$ cat src/hw/cida_pkg.sv
/*
 * Shared constants, types and states of the channel indirect data
 * addressing engine.
 * Assumes 24-bit real storage addresses and 64-bit command words held
 * as two big-endian 32-bit words in storage.
 */
package cida_pkg;

  // ****************************************
  // Storage and command word layout
  // ****************************************
  localparam int ADDR_W      = 24;
  localparam int BLK_W       = 11;
  localparam int CCW_IDA_POS = 37;
  localparam int CCW_IDA_BIT = 63 - CCW_IDA_POS;
  localparam int CCW_CD_BIT  = 63 - 32;
  localparam int CCW_CC_BIT  = 63 - 33;
  localparam int CCW_CNT_W   = 16;
  localparam int CMD_MSB     = 31;
  localparam int CMD_LSB     = 24;
  localparam logic [ADDR_W-1:0] WORD_STEP = 24'h00_0004;
  localparam logic [ADDR_W-1:0] CCW_STEP  = 24'h00_0008;

  // ****************************************
  // Command codes
  // ****************************************
  localparam logic [3:0] CMD_TIC   = 4'h8;
  localparam logic [3:0] CMD_RBACK = 4'hC;
  localparam logic [3:0] CMD_SENSE = 4'h4;
  localparam logic [1:0] CMD_WRITE = 2'h1;
  localparam logic [1:0] CMD_READ  = 2'h2;
  localparam logic [1:0] CMD_CTRL  = 2'h3;

  // ****************************************
  // Register map
  // ****************************************
  localparam logic [7:0] CTRL_OFS     = 8'h00;
  localparam logic [7:0] CLPW_OFS     = 8'h04;
  localparam logic [7:0] STATUS_OFS   = 8'h08;
  localparam logic [7:0] CUR_ADDR_OFS = 8'h0C;
  localparam logic [7:0] COUNT_OFS    = 8'h10;
  localparam logic [7:0] IRQ_STAT_OFS = 8'h14;
  localparam logic [7:0] IRQ_MASK_OFS = 8'h18;
  localparam logic [7:0] CCW_ADDR_OFS = 8'h1C;
  localparam int CTRL_START_BIT  = 0;
  localparam int CTRL_IDA_EN_BIT = 1;
  localparam int CTRL_EXT_BIT    = 2;
  localparam logic [2:0] CTRL_RST = 3'h2;
  localparam int STAT_BUSY_BIT   = 0;
  localparam int STAT_CAUSE_LSB  = 4;
  localparam int IRQ_W           = 3;
  localparam int IRQ_DONE_BIT    = 0;
  localparam int IRQ_PCHK_BIT    = 1;
  localparam int IRQ_CROSS_BIT   = 2;
  localparam logic [IRQ_W-1:0] IRQ_RST = 3'h0;

  // ****************************************
  // Program check causes
  // ****************************************
  localparam logic [2:0] PC_NONE       = 3'h0;
  localparam logic [2:0] PC_CLPW_ALIGN = 3'h1;
  localparam logic [2:0] PC_LIST_ALIGN = 3'h2;
  localparam logic [2:0] PC_INDIRECT_ADDR_WORD_HIGH  = 3'h3;
  localparam logic [2:0] PC_INDIRECT_ADDR_WORD_BLOCK = 3'h4;

  // ****************************************
  // Types
  // ****************************************
  typedef enum logic [3:0] {
    S_IDLE, S_CCW0, S_CCW1, S_DECODE, S_INDIRECT_ADDR_WORD, S_XFER,
    S_MEM_RD, S_DEV_OUT, S_DEV_IN, S_MEM_WR, S_STEP, S_CHAIN
  } cida_state_t;

  typedef struct packed {
    logic              req;
    logic              we;
    logic              is_byte;
    logic [ADDR_W-1:0] addr;
    logic [7:0]        wdata;
  } cida_mem_req_t;

  typedef struct packed {
    logic       valid;
    logic [7:0] data;
  } cida_dev_out_t;

endpackage : cida_pkg
$ cat src/hw/cida_channel.sv
/*
 * Channel data engine with indirect data addressing and AHB-Lite
 * register slave.
 * Assumes a storage port that answers each held request with one
 * mem_ack_i cycle and a device byte port synchronous to clk_i.
 */
// How it works
// Command word bit 37 is the indirect flag when the feature is on.
// Flag honoured for read, read backward, write, control, sense, any mode.
// Flag clear: address field is the data start address.
// Flag set: address field points at an indirect list.
// Software lays list words contiguously, one per 2K block.
// List words are word aligned with top byte zero.
// First list word may hold any address.
// Later list words must sit on block start, or end for backward.
// Start fetches first command word at pointer word address.
// Flag set: fetch first list word, transfer from its address.
// Forward transfers count upward until the block boundary.
// Low 11 address bits wrapping to zero fetch the next list word.
// List use ends when count is zero or device ends.
// Chaining fetches next command word and rechecks its flag.
// All addresses are real; no translation is done.
// Software sets flag only when the area spans pages.
// Read backward counts down; wrap to all ones fetches next word.
// List words are fetched four bytes apart from the list start.
module cida_channel #(
  parameter int CNT_W = cida_pkg::CCW_CNT_W
) (
  // Clock and reset
  input  wire logic                  clk_i,
  input  wire logic                  rst_i,
  // AHB-Lite slave
  input  wire logic                  hsel_i,
  input  wire logic [31:0]           haddr_i,
  input  wire logic [1:0]            htrans_i,
  input  wire logic                  hwrite_i,
  input  wire logic [2:0]            hsize_i,
  input  wire logic [31:0]           hwdata_i,
  input  wire logic                  hready_i,
  output logic      [31:0]           hrdata_o,
  output logic                       hreadyout_o,
  output logic                       hresp_o,
  // Real storage port
  output cida_pkg::cida_mem_req_t    mem_o,
  input  wire logic                  mem_ack_i,
  input  wire logic [31:0]           mem_rdata_i,
  // Device byte port
  output logic      [7:0]            dev_cmd_o,
  output cida_pkg::cida_dev_out_t    dev_out_o,
  input  wire logic                  dev_ack_i,
  output logic                       dev_in_ready_o,
  input  wire logic                  dev_in_valid_i,
  input  wire logic [7:0]            dev_in_data_i,
  input  wire logic                  dev_end_i,
  // Interrupt
  output logic                       irq_o
);

  localparam int AW      = cida_pkg::ADDR_W;
  localparam int IRQ_W_L = cida_pkg::IRQ_W;

  // Counter must fit the command word count field
  if (CNT_W < 1 || CNT_W > cida_pkg::CCW_CNT_W) begin : g_cnt_w_chk
    $error("CNT_W out of range");
  end

  // ****************************************
  // Helpers
  // ****************************************
  function automatic logic blk_edge(input logic [AW-1:0] a,
                                    input logic ones);
    blk_edge = ones ? (&a[cida_pkg::BLK_W-1:0])
                    : ~(|a[cida_pkg::BLK_W-1:0]);
  endfunction : blk_edge

  function automatic logic [AW-1:0] add_addr(input logic [AW-1:0] a,
                                             input logic [AW-1:0] d);
    add_addr = AW'(a + d);
  endfunction : add_addr

  // ****************************************
  // State
  // ****************************************
  cida_pkg::cida_state_t   state_reg;
  cida_pkg::cida_mem_req_t mem_reg;
  cida_pkg::cida_dev_out_t dev_out_reg;
  logic [31:0]          w0_reg, w1_reg;
  logic [AW-1:0]        ccw_addr_reg, cur_addr_reg, list_addr_reg;
  logic [AW-1:0]        clpw_reg;
  logic [CNT_W-1:0]     cnt_reg;
  logic                 ida_act_reg, first_reg, back_reg, dir_in_reg;
  logic                 dev_in_ready_reg;
  logic [7:0]           dev_cmd_reg;
  logic [2:0]           cause_reg;
  logic                 done_evt_reg, pchk_evt_reg, cross_evt_reg;
  logic [2:0]           ctrl_reg;
  logic                 start_reg;
  logic [IRQ_W_L-1:0]   irq_stat_reg, irq_mask_reg;
  logic                 irq_reg;
  logic [31:0]          hrdata_reg;
  logic                 wr_pend_reg;
  logic [7:0]           wr_addr_reg;

  logic [7:0]  cmd;
  logic        is_tic, ida_flag, is_back, is_in, cross_now;
  logic        ida_en;
  assign cmd      = w0_reg[cida_pkg::CMD_MSB:cida_pkg::CMD_LSB];
  assign is_tic   = (cmd[3:0] == cida_pkg::CMD_TIC);
  assign is_back  = (cmd[3:0] == cida_pkg::CMD_RBACK);
  assign is_in    = is_back || (cmd[1:0] == cida_pkg::CMD_READ)
                 || (cmd[3:0] == cida_pkg::CMD_SENSE);
  assign ida_en   = ctrl_reg[cida_pkg::CTRL_IDA_EN_BIT];
  assign ida_flag = ida_en && w1_reg[cida_pkg::CCW_IDA_BIT];
  assign cross_now = ida_act_reg && blk_edge(cur_addr_reg, !back_reg);

  // ****************************************
  // Channel sequencer
  // ****************************************
  always_ff @(posedge clk_i or posedge rst_i) begin
    if (rst_i) begin
      state_reg        <= cida_pkg::S_IDLE;
      mem_reg          <= '0;
      dev_out_reg      <= '0;
      w0_reg           <= '0;
      w1_reg           <= '0;
      ccw_addr_reg     <= '0;
      cur_addr_reg     <= '0;
      list_addr_reg    <= '0;
      cnt_reg          <= '0;
      ida_act_reg      <= 1'b0;
      first_reg        <= 1'b0;
      back_reg         <= 1'b0;
      dir_in_reg       <= 1'b0;
      dev_in_ready_reg <= 1'b0;
      dev_cmd_reg      <= '0;
      cause_reg        <= cida_pkg::PC_NONE;
      done_evt_reg     <= 1'b0;
      pchk_evt_reg     <= 1'b0;
      cross_evt_reg    <= 1'b0;
    end else begin
      done_evt_reg  <= 1'b0;
      pchk_evt_reg  <= 1'b0;
      cross_evt_reg <= 1'b0;
      unique case (state_reg)
        cida_pkg::S_IDLE: begin
          if (start_reg) begin
            cause_reg <= cida_pkg::PC_NONE;
            if (clpw_reg[2:0] != 3'h0) begin
              cause_reg    <= cida_pkg::PC_CLPW_ALIGN;
              pchk_evt_reg <= 1'b1;
            end else begin
              ccw_addr_reg <= clpw_reg;
              mem_reg      <= '{1'b1, 1'b0, 1'b0, clpw_reg, 8'h00};
              state_reg    <= cida_pkg::S_CCW0;
            end
          end
        end
        cida_pkg::S_CCW0: begin
          if (mem_ack_i) begin
            w0_reg       <= mem_rdata_i;
            mem_reg.addr <= add_addr(ccw_addr_reg, cida_pkg::WORD_STEP);
            state_reg    <= cida_pkg::S_CCW1;
          end
        end
        cida_pkg::S_CCW1: begin
          if (mem_ack_i) begin
            w1_reg      <= mem_rdata_i;
            mem_reg.req <= 1'b0;
            state_reg   <= cida_pkg::S_DECODE;
          end
        end
        cida_pkg::S_DECODE: begin
          if (is_tic) begin
            ccw_addr_reg <= w0_reg[AW-1:0];
            mem_reg      <= '{1'b1, 1'b0, 1'b0, w0_reg[AW-1:0], 8'h00};
            state_reg    <= cida_pkg::S_CCW0;
          end else begin
            dev_cmd_reg <= cmd;
            cnt_reg     <= w1_reg[CNT_W-1:0];
            back_reg    <= is_back;
            dir_in_reg  <= is_in;
            ida_act_reg <= ida_flag;
            if (ida_flag) begin
              if (w0_reg[1:0] != 2'h0) begin
                cause_reg    <= cida_pkg::PC_LIST_ALIGN;
                pchk_evt_reg <= 1'b1;
                state_reg    <= cida_pkg::S_IDLE;
              end else begin
                list_addr_reg <= w0_reg[AW-1:0];
                mem_reg   <= '{1'b1, 1'b0, 1'b0, w0_reg[AW-1:0], 8'h00};
                first_reg <= 1'b1;
                state_reg <= cida_pkg::S_INDIRECT_ADDR_WORD;
              end
            end else begin
              cur_addr_reg <= w0_reg[AW-1:0];
              state_reg    <= cida_pkg::S_XFER;
            end
          end
        end
        cida_pkg::S_INDIRECT_ADDR_WORD: begin
          if (mem_ack_i) begin
            mem_reg.req <= 1'b0;
            if (mem_rdata_i[31:AW] != '0) begin
              cause_reg    <= cida_pkg::PC_INDIRECT_ADDR_WORD_HIGH;
              pchk_evt_reg <= 1'b1;
              state_reg    <= cida_pkg::S_IDLE;
            end else if (!first_reg &&
                         !blk_edge(mem_rdata_i[AW-1:0], back_reg)) begin
              cause_reg    <= cida_pkg::PC_INDIRECT_ADDR_WORD_BLOCK;
              pchk_evt_reg <= 1'b1;
              state_reg    <= cida_pkg::S_IDLE;
            end else begin
              cur_addr_reg <= mem_rdata_i[AW-1:0];
              first_reg    <= 1'b0;
              state_reg    <= cida_pkg::S_XFER;
            end
          end
        end
        cida_pkg::S_XFER: begin
          if (cnt_reg == '0) begin
            state_reg <= cida_pkg::S_CHAIN;
          end else if (dir_in_reg) begin
            dev_in_ready_reg <= 1'b1;
            state_reg        <= cida_pkg::S_DEV_IN;
          end else begin
            mem_reg   <= '{1'b1, 1'b0, 1'b1, cur_addr_reg, 8'h00};
            state_reg <= cida_pkg::S_MEM_RD;
          end
        end
        cida_pkg::S_MEM_RD: begin
          if (mem_ack_i) begin
            mem_reg.req <= 1'b0;
            dev_out_reg <= '{1'b1, mem_rdata_i[7:0]};
            state_reg   <= cida_pkg::S_DEV_OUT;
          end
        end
        cida_pkg::S_DEV_OUT: begin
          if (dev_end_i) begin
            dev_out_reg.valid <= 1'b0;
            state_reg         <= cida_pkg::S_CHAIN;
          end else if (dev_ack_i) begin
            dev_out_reg.valid <= 1'b0;
            state_reg         <= cida_pkg::S_STEP;
          end
        end
        cida_pkg::S_DEV_IN: begin
          if (dev_end_i) begin
            dev_in_ready_reg <= 1'b0;
            state_reg        <= cida_pkg::S_CHAIN;
          end else if (dev_in_valid_i) begin
            dev_in_ready_reg <= 1'b0;
            mem_reg <= '{1'b1, 1'b1, 1'b1, cur_addr_reg, dev_in_data_i};
            state_reg <= cida_pkg::S_MEM_WR;
          end
        end
        cida_pkg::S_MEM_WR: begin
          if (mem_ack_i) begin
            mem_reg.req <= 1'b0;
            state_reg   <= cida_pkg::S_STEP;
          end
        end
        cida_pkg::S_STEP: begin
          cnt_reg      <= CNT_W'(cnt_reg - 1'b1);
          cur_addr_reg <= back_reg ? add_addr(cur_addr_reg, '1)
                                   : add_addr(cur_addr_reg, 24'h00_0001);
          if (cnt_reg == CNT_W'(1)) begin
            state_reg <= cida_pkg::S_CHAIN;
          end else if (cross_now) begin
            list_addr_reg <= add_addr(list_addr_reg, cida_pkg::WORD_STEP);
            mem_reg <= '{1'b1, 1'b0, 1'b0,
                         add_addr(list_addr_reg, cida_pkg::WORD_STEP),
                         8'h00};
            cross_evt_reg <= 1'b1;
            state_reg     <= cida_pkg::S_INDIRECT_ADDR_WORD;
          end else begin
            state_reg <= cida_pkg::S_XFER;
          end
        end
        cida_pkg::S_CHAIN: begin
          if (w1_reg[cida_pkg::CCW_CD_BIT] || w1_reg[cida_pkg::CCW_CC_BIT])
          begin
            ccw_addr_reg <= add_addr(ccw_addr_reg, cida_pkg::CCW_STEP);
            mem_reg <= '{1'b1, 1'b0, 1'b0,
                         add_addr(ccw_addr_reg, cida_pkg::CCW_STEP),
                         8'h00};
            state_reg <= cida_pkg::S_CCW0;
          end else begin
            dev_cmd_reg  <= '0;
            done_evt_reg <= 1'b1;
            state_reg    <= cida_pkg::S_IDLE;
          end
        end
      endcase
    end
  end

  // ****************************************
  // AHB-Lite register slave
  // ****************************************
  logic addr_ph;
  assign addr_ph = hsel_i && htrans_i[1] && hready_i;

  always_ff @(posedge clk_i or posedge rst_i) begin
    if (rst_i) begin
      hrdata_reg  <= '0;
      wr_pend_reg <= 1'b0;
      wr_addr_reg <= '0;
    end else begin
      wr_pend_reg <= addr_ph && hwrite_i;
      wr_addr_reg <= haddr_i[7:0];
      if (addr_ph && !hwrite_i) begin
        unique case (haddr_i[7:0])
          cida_pkg::CTRL_OFS:     hrdata_reg <= {29'h0, ctrl_reg};
          cida_pkg::CLPW_OFS:     hrdata_reg <= {8'h00, clpw_reg};
          cida_pkg::STATUS_OFS:   hrdata_reg <= {25'h0, cause_reg, 3'h0,
                                    state_reg != cida_pkg::S_IDLE};
          cida_pkg::CUR_ADDR_OFS: hrdata_reg <= {8'h00, cur_addr_reg};
          cida_pkg::COUNT_OFS:    hrdata_reg <= 32'(cnt_reg);
          cida_pkg::IRQ_STAT_OFS: hrdata_reg <= 32'(irq_stat_reg);
          cida_pkg::IRQ_MASK_OFS: hrdata_reg <= 32'(irq_mask_reg);
          cida_pkg::CCW_ADDR_OFS: hrdata_reg <= {8'h00, ccw_addr_reg};
          default:                hrdata_reg <= '0;
        endcase
      end
    end
  end

  always_ff @(posedge clk_i or posedge rst_i) begin
    if (rst_i) begin
      ctrl_reg     <= cida_pkg::CTRL_RST;
      clpw_reg     <= '0;
      irq_mask_reg <= cida_pkg::IRQ_RST;
      start_reg    <= 1'b0;
    end else begin
      start_reg <= 1'b0;
      if (wr_pend_reg) begin
        unique case (wr_addr_reg)
          cida_pkg::CTRL_OFS: begin
            ctrl_reg  <= {hwdata_i[2:1], 1'b0};
            start_reg <= hwdata_i[cida_pkg::CTRL_START_BIT];
          end
          cida_pkg::CLPW_OFS:     clpw_reg <= hwdata_i[AW-1:0];
          cida_pkg::IRQ_MASK_OFS: irq_mask_reg <= hwdata_i[IRQ_W_L-1:0];
          default: ;
        endcase
      end
    end
  end

  // ****************************************
  // Interrupts
  // ****************************************
  logic [IRQ_W_L-1:0] irq_set, irq_clr, irq_stat_next;
  assign irq_set = {cross_evt_reg, pchk_evt_reg, done_evt_reg};
  assign irq_clr = (wr_pend_reg && wr_addr_reg == cida_pkg::IRQ_STAT_OFS)
                 ? hwdata_i[IRQ_W_L-1:0] : '0;
  assign irq_stat_next = (irq_stat_reg & ~irq_clr) | irq_set;

  always_ff @(posedge clk_i or posedge rst_i) begin
    if (rst_i) begin
      irq_stat_reg <= cida_pkg::IRQ_RST;
      irq_reg      <= 1'b0;
    end else begin
      irq_stat_reg <= irq_stat_next;
      irq_reg      <= |(irq_stat_next & irq_mask_reg);
    end
  end

  // ****************************************
  // Outputs
  // ****************************************
  assign hrdata_o       = hrdata_reg;
  assign hreadyout_o    = 1'b1;
  assign hresp_o        = 1'b0;
  assign mem_o          = mem_reg;
  assign dev_cmd_o      = dev_cmd_reg;
  assign dev_out_o      = dev_out_reg;
  assign dev_in_ready_o = dev_in_ready_reg;
  assign irq_o          = irq_reg;
endmodule : cida_channel

$ cat config.mk
export PLATFORM = sky130hd
export DESIGN_NAME = cida_channel
export DESIGN_NICKNAME = d
export VERILOG_FILES = /design/src/hw/cida_pkg.sv /design/src/hw/cida_channel.sv
export SDC_FILE = /design/constraint.sdc
export NUM_CORES = 1
export LEC_CHECK = 0
export BUFFER_PORTS_ARGS = -buffer_cell sky130_fd_sc_hd__buf_4
export CAP_MARGIN = 20
export CELL_PAD_IN_SITES_DETAIL_PLACEMENT = 0
export CELL_PAD_IN_SITES_GLOBAL_PLACEMENT = 1
export CORE_MARGIN = 2
export CORE_UTILIZATION = 35
export CTS_CLUSTER_DIAMETER = 80
export DETAILED_ROUTE_END_ITERATION = 10
export PLACE_DENSITY = 0.64
export SKIP_LAST_GASP = 1
export SLEW_MARGIN = 0
export SYNTH_ARGS = -nofsm -noshare
export SYNTH_HDL_FRONTEND = slang
export SYNTH_SLANG_ARGS = --single-unit
$ cat constraint.sdc
create_clock -name clk_i -period 12.96 [get_ports clk_i]
set_input_delay 0 -clock clk_i [delete_from_list [all_inputs] [get_ports clk_i]]
set_output_delay 0 -clock clk_i [all_outputs]
set_load 0.1 [all_outputs]
== Word-level counts from Yosys, hierarchy flattened ==
Index checks and enable logic that the tools add are counted.

* Bits in registers: 294
* Input bits: 118
* Output and inout port bits: 88
* Logic and storage cells: 269

* $add $sub $neg: 6
* Equal/unequal tests: 56
* Multiplexer cells: 108
* Bitwise operators: 7
* Reduce and logical (&&, ||, !) cells: 59

{| class="wikitable"
|+ Operators by type and width
! operator !! count
|-
| $mux W35 || 12
|-
| $mux W24 || 16
|-
| $pmux W24 S8 || 1
|-
| $pmux W24 S7 || 1
|-
| $pmux W24 S3 || 2
|-
| $mux W4 || 15
|-
| $add A24 B3 Y24 const B || 2
|-
| $eq A8 B5 Y1 const B || 6
|-
| $ne A2 B2 Y1 const B || 24
|-
| $pmux W24 S2 || 1
|-
| $pmux W4 S12 || 1
|-
| $pmux W8 S6 || 1
|-
| $mux W3 || 12
|-
| $mux W1 || 33
|-
| $pmux W16 S2 || 1
|-
| $reduce_and A13 Y1 || 2
|-
| $add A24 B1 Y24 const B || 1
|-
| $add A24 B24 Y24 const B || 1
|-
| $add A24 B4 Y24 const B || 1
|-
| $eq A4 B4 Y1 const B || 6
|-
| $reduce_and A11 Y1 || 2
|-
| $reduce_or A11 Y1 || 2
|-
| $eq A4 B3 Y1 const B || 5
|-
| $eq A16 B1 Y1 const B || 1
|-
| other kinds (43) || 87
|}

== Longest topological paths before layout ==
* Depth in word-level cells: 9
* Gate-level depth with buffers: 13
* Gate-level depth less buffers: 10

== Worst setup path after synthesis ==
Ideal clock, no wire load.

* Path type: reg2reg
* Start: reg back_reg
* End: reg mem_reg (netlist bit mem_o[32])
* Setup time: 0.125 ns
* Data arrival time: 2.684 ns
* Data required time: 12.835 ns
* Setup slack: 10.151 ns
* Stages on the path, launching flop included: 9
* Path buffers: 1
* Clock period less this slack: 2.809 ns
* Cells stage by stage: dfrtp_1 > buf_2 > nor4b_1 > and3_1 > o21ai_0 > a2111oi_4 > nand2_2 > a211oi_4 > mux2_2

* Word-level cells in the longest chain between the ends: 4

{| class="wikitable"
|+ Ends and longest elaborated chain
! item !! RTL line !! RTL
|-
| start: declaration || cida_channel.sv:91 || <nowiki>logic ida_act_reg, first_reg, back_reg, dir_in_reg;</nowiki>
|-
| start signal: assignment || cida_channel.sv:180 || <nowiki>back_reg <= is_back;</nowiki>
|-
| $mux W1 || cida_channel.sv:72 || <nowiki>blk_edge = ones ? (&a[cida_pkg::BLK_W-1:0])</nowiki>
|-
| $logic_and A1 B1 Y1 || cida_channel.sv:114 || <nowiki>assign cross_now = ida_act_reg && blk_edge(cur_addr_reg, !back_reg);</nowiki>
|-
| $ne A2 B2 Y1 (no source line) || -- ||
|-
| $reduce_and A12 Y1 (no source line) || -- ||
|-
| end signal: assignment || cida_channel.sv:153 || <nowiki>mem_reg <= '{1'b1, 1'b0, 1'b0, clpw_reg, 8'h00};</nowiki>
|-
| end signal: assignment || cida_channel.sv:175 || <nowiki>mem_reg <= '{1'b1, 1'b0, 1'b0, w0_reg[AW-1:0], 8'h00};</nowiki>
|-
| end signal: assignment || cida_channel.sv:190 || <nowiki>mem_reg <= '{1'b1, 1'b0, 1'b0, w0_reg[AW-1:0], 8'h00};</nowiki>
|-
| end: declaration || cida_channel.sv:85 || <nowiki>cida_pkg::cida_mem_req_t mem_reg;</nowiki>
|}

No other way between the ends.
A chain may end at the register's enable or synchronous reset.

== Worst setup path after layout ==
* Start: reg state_reg[0]
* End: reg cur_addr_reg[21]

* Word-level cells in the longest chain between the ends: 3

{| class="wikitable"
|+ Ends and longest elaborated chain
! item !! RTL line !! RTL
|-
| start: declaration || cida_channel.sv:84 || <nowiki>cida_pkg::cida_state_t state_reg;</nowiki>
|-
| start signal: assignment || cida_channel.sv:121 || <nowiki>state_reg <= cida_pkg::S_IDLE;</nowiki>
|-
| start signal: assignment || cida_channel.sv:154 || <nowiki>state_reg <= cida_pkg::S_CCW0;</nowiki>
|-
| start signal: assignment || cida_channel.sv:162 || <nowiki>state_reg <= cida_pkg::S_CCW1;</nowiki>
|-
| $eq A4 B3 Y1, or another cell as far along || cida_channel.sv:144 || <nowiki>unique case (state_reg)</nowiki>
|-
| $ne A2 B2 Y1 (no source line) or $reduce_bool A3 Y1 (tied branches) || -- ||
|-
| $reduce_and A6 Y1 (no source line) || -- ||
|-
| end signal: assignment || cida_channel.sv:195 || <nowiki>cur_addr_reg <= w0_reg[AW-1:0];</nowiki>
|-
| end signal: assignment || cida_channel.sv:213 || <nowiki>cur_addr_reg <= mem_rdata_i[AW-1:0];</nowiki>
|-
| end signal: assignment || cida_channel.sv:264 || <nowiki>cur_addr_reg <= back_reg ? add_addr(cur_addr_reg, '1)</nowiki>
|-
| end: declaration || cida_channel.sv:88 || <nowiki>logic [AW-1:0] ccw_addr_reg, cur_addr_reg, list_addr_reg;</nowiki>
|}

Parallel ways exist; a longest one is shown, timed or not.

==> summary.txt <==
Critical path
  – Critical path depth: 8
  – Critical path class: flip-flop to flip-flop
  – Flop2flop setup slack: roughly 9.5 ns
  – Top Family by Delay on Critical Path: simple AND/OR/NAND/NOR gates
  – Max incr delay on CP: 0.92 ns
  – Slowest cell on the critical path: dfrtp_1
  – Critical Path Sink Type: flip-flop
  – CP bufs+invs: 1
  – Reg-to-reg critical path endpoint: cur_addr_reg[21]
  – R2R cell count: 8
  – R2R Path Start: state_reg[0]
  – Worst path cell trace: nor2b_1 > and2_2 > buf_4 > nor2_2 > a22oi_1 > nand2_1 > o21ai_0 > o21ai_0
  – Required time of the critical path: 13.43 ns
  – Most used cell along the critical path: o21ai_0
  – Startpoint Class: flip-flop
  – Crit-path max FO: 57
  – Arrival time at the worst endpoint: 3.91 ns

Synth
  – Mapped Cells: about 1700
  – Area share of the leading cell type in the synthesized netlist: 43.9%
  – Yosys warns: 0
  – Async SR Flop Fraction: 100%
  – Synthesized flop and latch total: between 200 and 300
  – Cell variety after synth: around 80
  – Syn Area/Cell: 9.25 um2
  – Top FF cell, synth: dfrtp_1
  – Synth top area cells: dfrtp_1 (44%), mux2_2 (6.7%), o21ai_0 (4.8%), nand2_1 (4.6%), a21oi_1 (4.1%)
  – Mapped Area: approximately 16000 um2
  – EDFF count, synth: 0
  – Yosys top cell by area: dfrtp_1
  – Register area share after synthesis: 44.1%

Timing
  – Final setup skew: 0.0109 ns
  – Final worst slack: between 9 and 10 ns
  – Slew HR: about a quarter
  – Final setup viols: 0
  – Pins Over Slew Limit: 0
  – Final worst path period share: a little over a quarter
  – Final hold vios: 0
  – Max Freq: 291 MHz
  – RSZ-0062 raised after global routing: no
  – Setup TNS: 0 ns
  – Fin crit period: 3.44 ns
  – Slew @ Worst Pin: 1.11 ns

Detailed routing
  – Drt initial violations: 1400
  – DRC errors left: 0
  – DRT Pass-1 Iters: 6
  – Via/cell ratio: 5.62
  – WL per Instance: approximately 21 um
  – Total number of vias: about 14000
  – ANT nets after route: 0
  – Total wire length: a little over 50000 um

GRT
  – GRT overflow: 0
  – Total GRT Usage: between 20% and 30%
  – Pin count of the biggest net entering global routing: about 170
  – Vias in the first global route: between 10000 and 15000
  – Antenna violations before repair: 0
  – First-pass GRT wire length: 81000 um

Floorplanning
  – Die extent in x: approximately 210 um
  – Full die area: roughly 46000 um2
  – Die height: 215 um
  – Ports: roughly 200
  – Core Footprint: approximately 44000 um2
  – Starting Density: 35.3%
  – Row cnt: 77

CTS
  – Worst skew pair latency: ~0.55 ns
  – Register clock-pin slew on the reported worst setup and hold paths: about 0.06 ns
  – CTS H-tree depth: 2
  – Resize count post-CTS: 0
  – CTS Root Cell: clkbuf_16
  – TritonCTS Buffers: 36
  – Max Root-Sink Buffers: 3
  – CTS tree: built
  – CTS Sinks: approximately 270
  – Post-CTS setup buffer count: 0

Finish
  – Design Area, Final: approximately 19000 um2
  – Diode count: 0
  – Commonest non-fill, non-tap cells in the layout: dfrtp_1 (272), nand2_1 (191), buf_4 (181)
  – Nets: ~2000
  – Synthesis-to-finish area growth: 23.9%
  – Share of cells above drive strength 1: between 10% and 20%
  – Fillers: between 4000 and 5000
  – Most common cell after layout, fill and taps aside: dfrtp_1
  – Max reg flops: 35

Flow run
  – MaxCap Viol Count: 0

Pwr
  – Pwr/cell area: 258 nW/um2
  – Leakage: between 8 and 9 nW
  – Power Total: 4.96 mW
  – Peak supply drop: about 110 uV

Place
  – Gpl congestion: 0.889
  – Post-DP HPWL: ~36000 um
  – Setup WS pre-CTS: approximately 9.5 ns
  – Port Buffers: ~160
  – Area post-placement: around 17000 um2

Hold path
  – Worst hold path type: input port to asynchronous set/reset pin

Status
  – Outcome: complete, no violations
## final cells by class
class / instances / area, um2 / share of cell area (%)
multi-input combinational: 1251 / 8070 / 42.0
inverter: 39 / 154 / 0.801
tap: 592 / 741 / 3.86
clock inverter: 19 / 194 / 1.01
sequential: 273 / 6830 / 35.6
clock buffer: 47 / 1030 / 5.38
timing repair buffer: 263 / 2190 / 11.4
## cell families (layout without fill, tap and decap cells)
group	after synthesis	in the layout	synth area share (%)
flops	273	273	44.1
buf+inv	160	368	4.40
fa+ha+maj	32	32	2.63
xor+xnor	75	75	4.24
other cells	2	10	0.0484
mux	97	97	7.00
compound gates	519	519	22.0
simple gates	518	518	15.6
## metrics by stage
| stage | std cells | utilization [%] | hold WS [ns] |
|---|---|---|---|
| after floorplan | 1684 | - | 0.0314 |
| after global placement | 2337 | 39.1 | 0.120 |
| after detailed placement | 2337 | 39.1 | 0.120 |
| after CTS | 2484 | 43.7 | 0.0888 |
| after global routing | 2484 | 43.7 | 0.115 |
| final | 2484 | 43.7 | 0.116 |
## how the worst max path moves through the flow
| stage | start | end | slack, ns |
|---|---|---|---|
| 3_5_place_dp | state_reg[0] | cur_addr_reg[21] | 9.52 |
| 3_3_place_gp | state_reg[0] | cur_addr_reg[21] | 9.56 |
| 4_1_cts | state_reg[0] | cur_addr_reg[21] | 9.50 |
| 5_1_grt | state_reg[0] | cur_addr_reg[21] | 9.21 |
| 2_1_floorplan | rst_i | back_reg | 5.44 |
| 6_report | state_reg[0] | cur_addr_reg[21] | 9.52 |
## metal layers
metal  vias up  global-route usage [%]  routed length (um)
li1       6568                       -                   -
met1      6826                    33.7               25100
met5         -                       0                   0
met3        77                    4.26                3690
met2       493                    32.7               22000
met4         0                    5.35                1060
## report_power, final
part / total (mW) / switching (mW) / internal, mW / leakage, nW
Clock: 1.03 / 0.402 / 0.626 / 0.610
Combinational: 2.32 / 1.50 / 0.826 / 4.20
Sequential: 1.61 / 0.460 / 1.15 / 3.36
## synth_stat cells (21+ instances only)
cell type / number
a22oi_1: 22
mux2_2: 92
dfrtp_1: 272
nor3_1: 26
a31oi_1: 24
o21ai_0: 149
nor2_1: 128
nand4_1: 22
xnor2_1: 41
ha_1: 31
a22o_1: 21
inv_1: 39
clkbuf_1: 73
nand3_1: 63
buf_2: 21
nand2_1: 192
a21oi_1: 126
a221oi_1: 38
xor2_1: 34
## tightest hold or removal path: cells and delay by family
family                 cells  cell delay (ns)
buffers and inverters      3             1.17
## timing repair
action	in CTS	in global routing
hold buffers	81	0
setup endpoints to repair	0	0
hold endpoints to repair	253	0
Note: power is estimated with default switching activity, not from simulation.
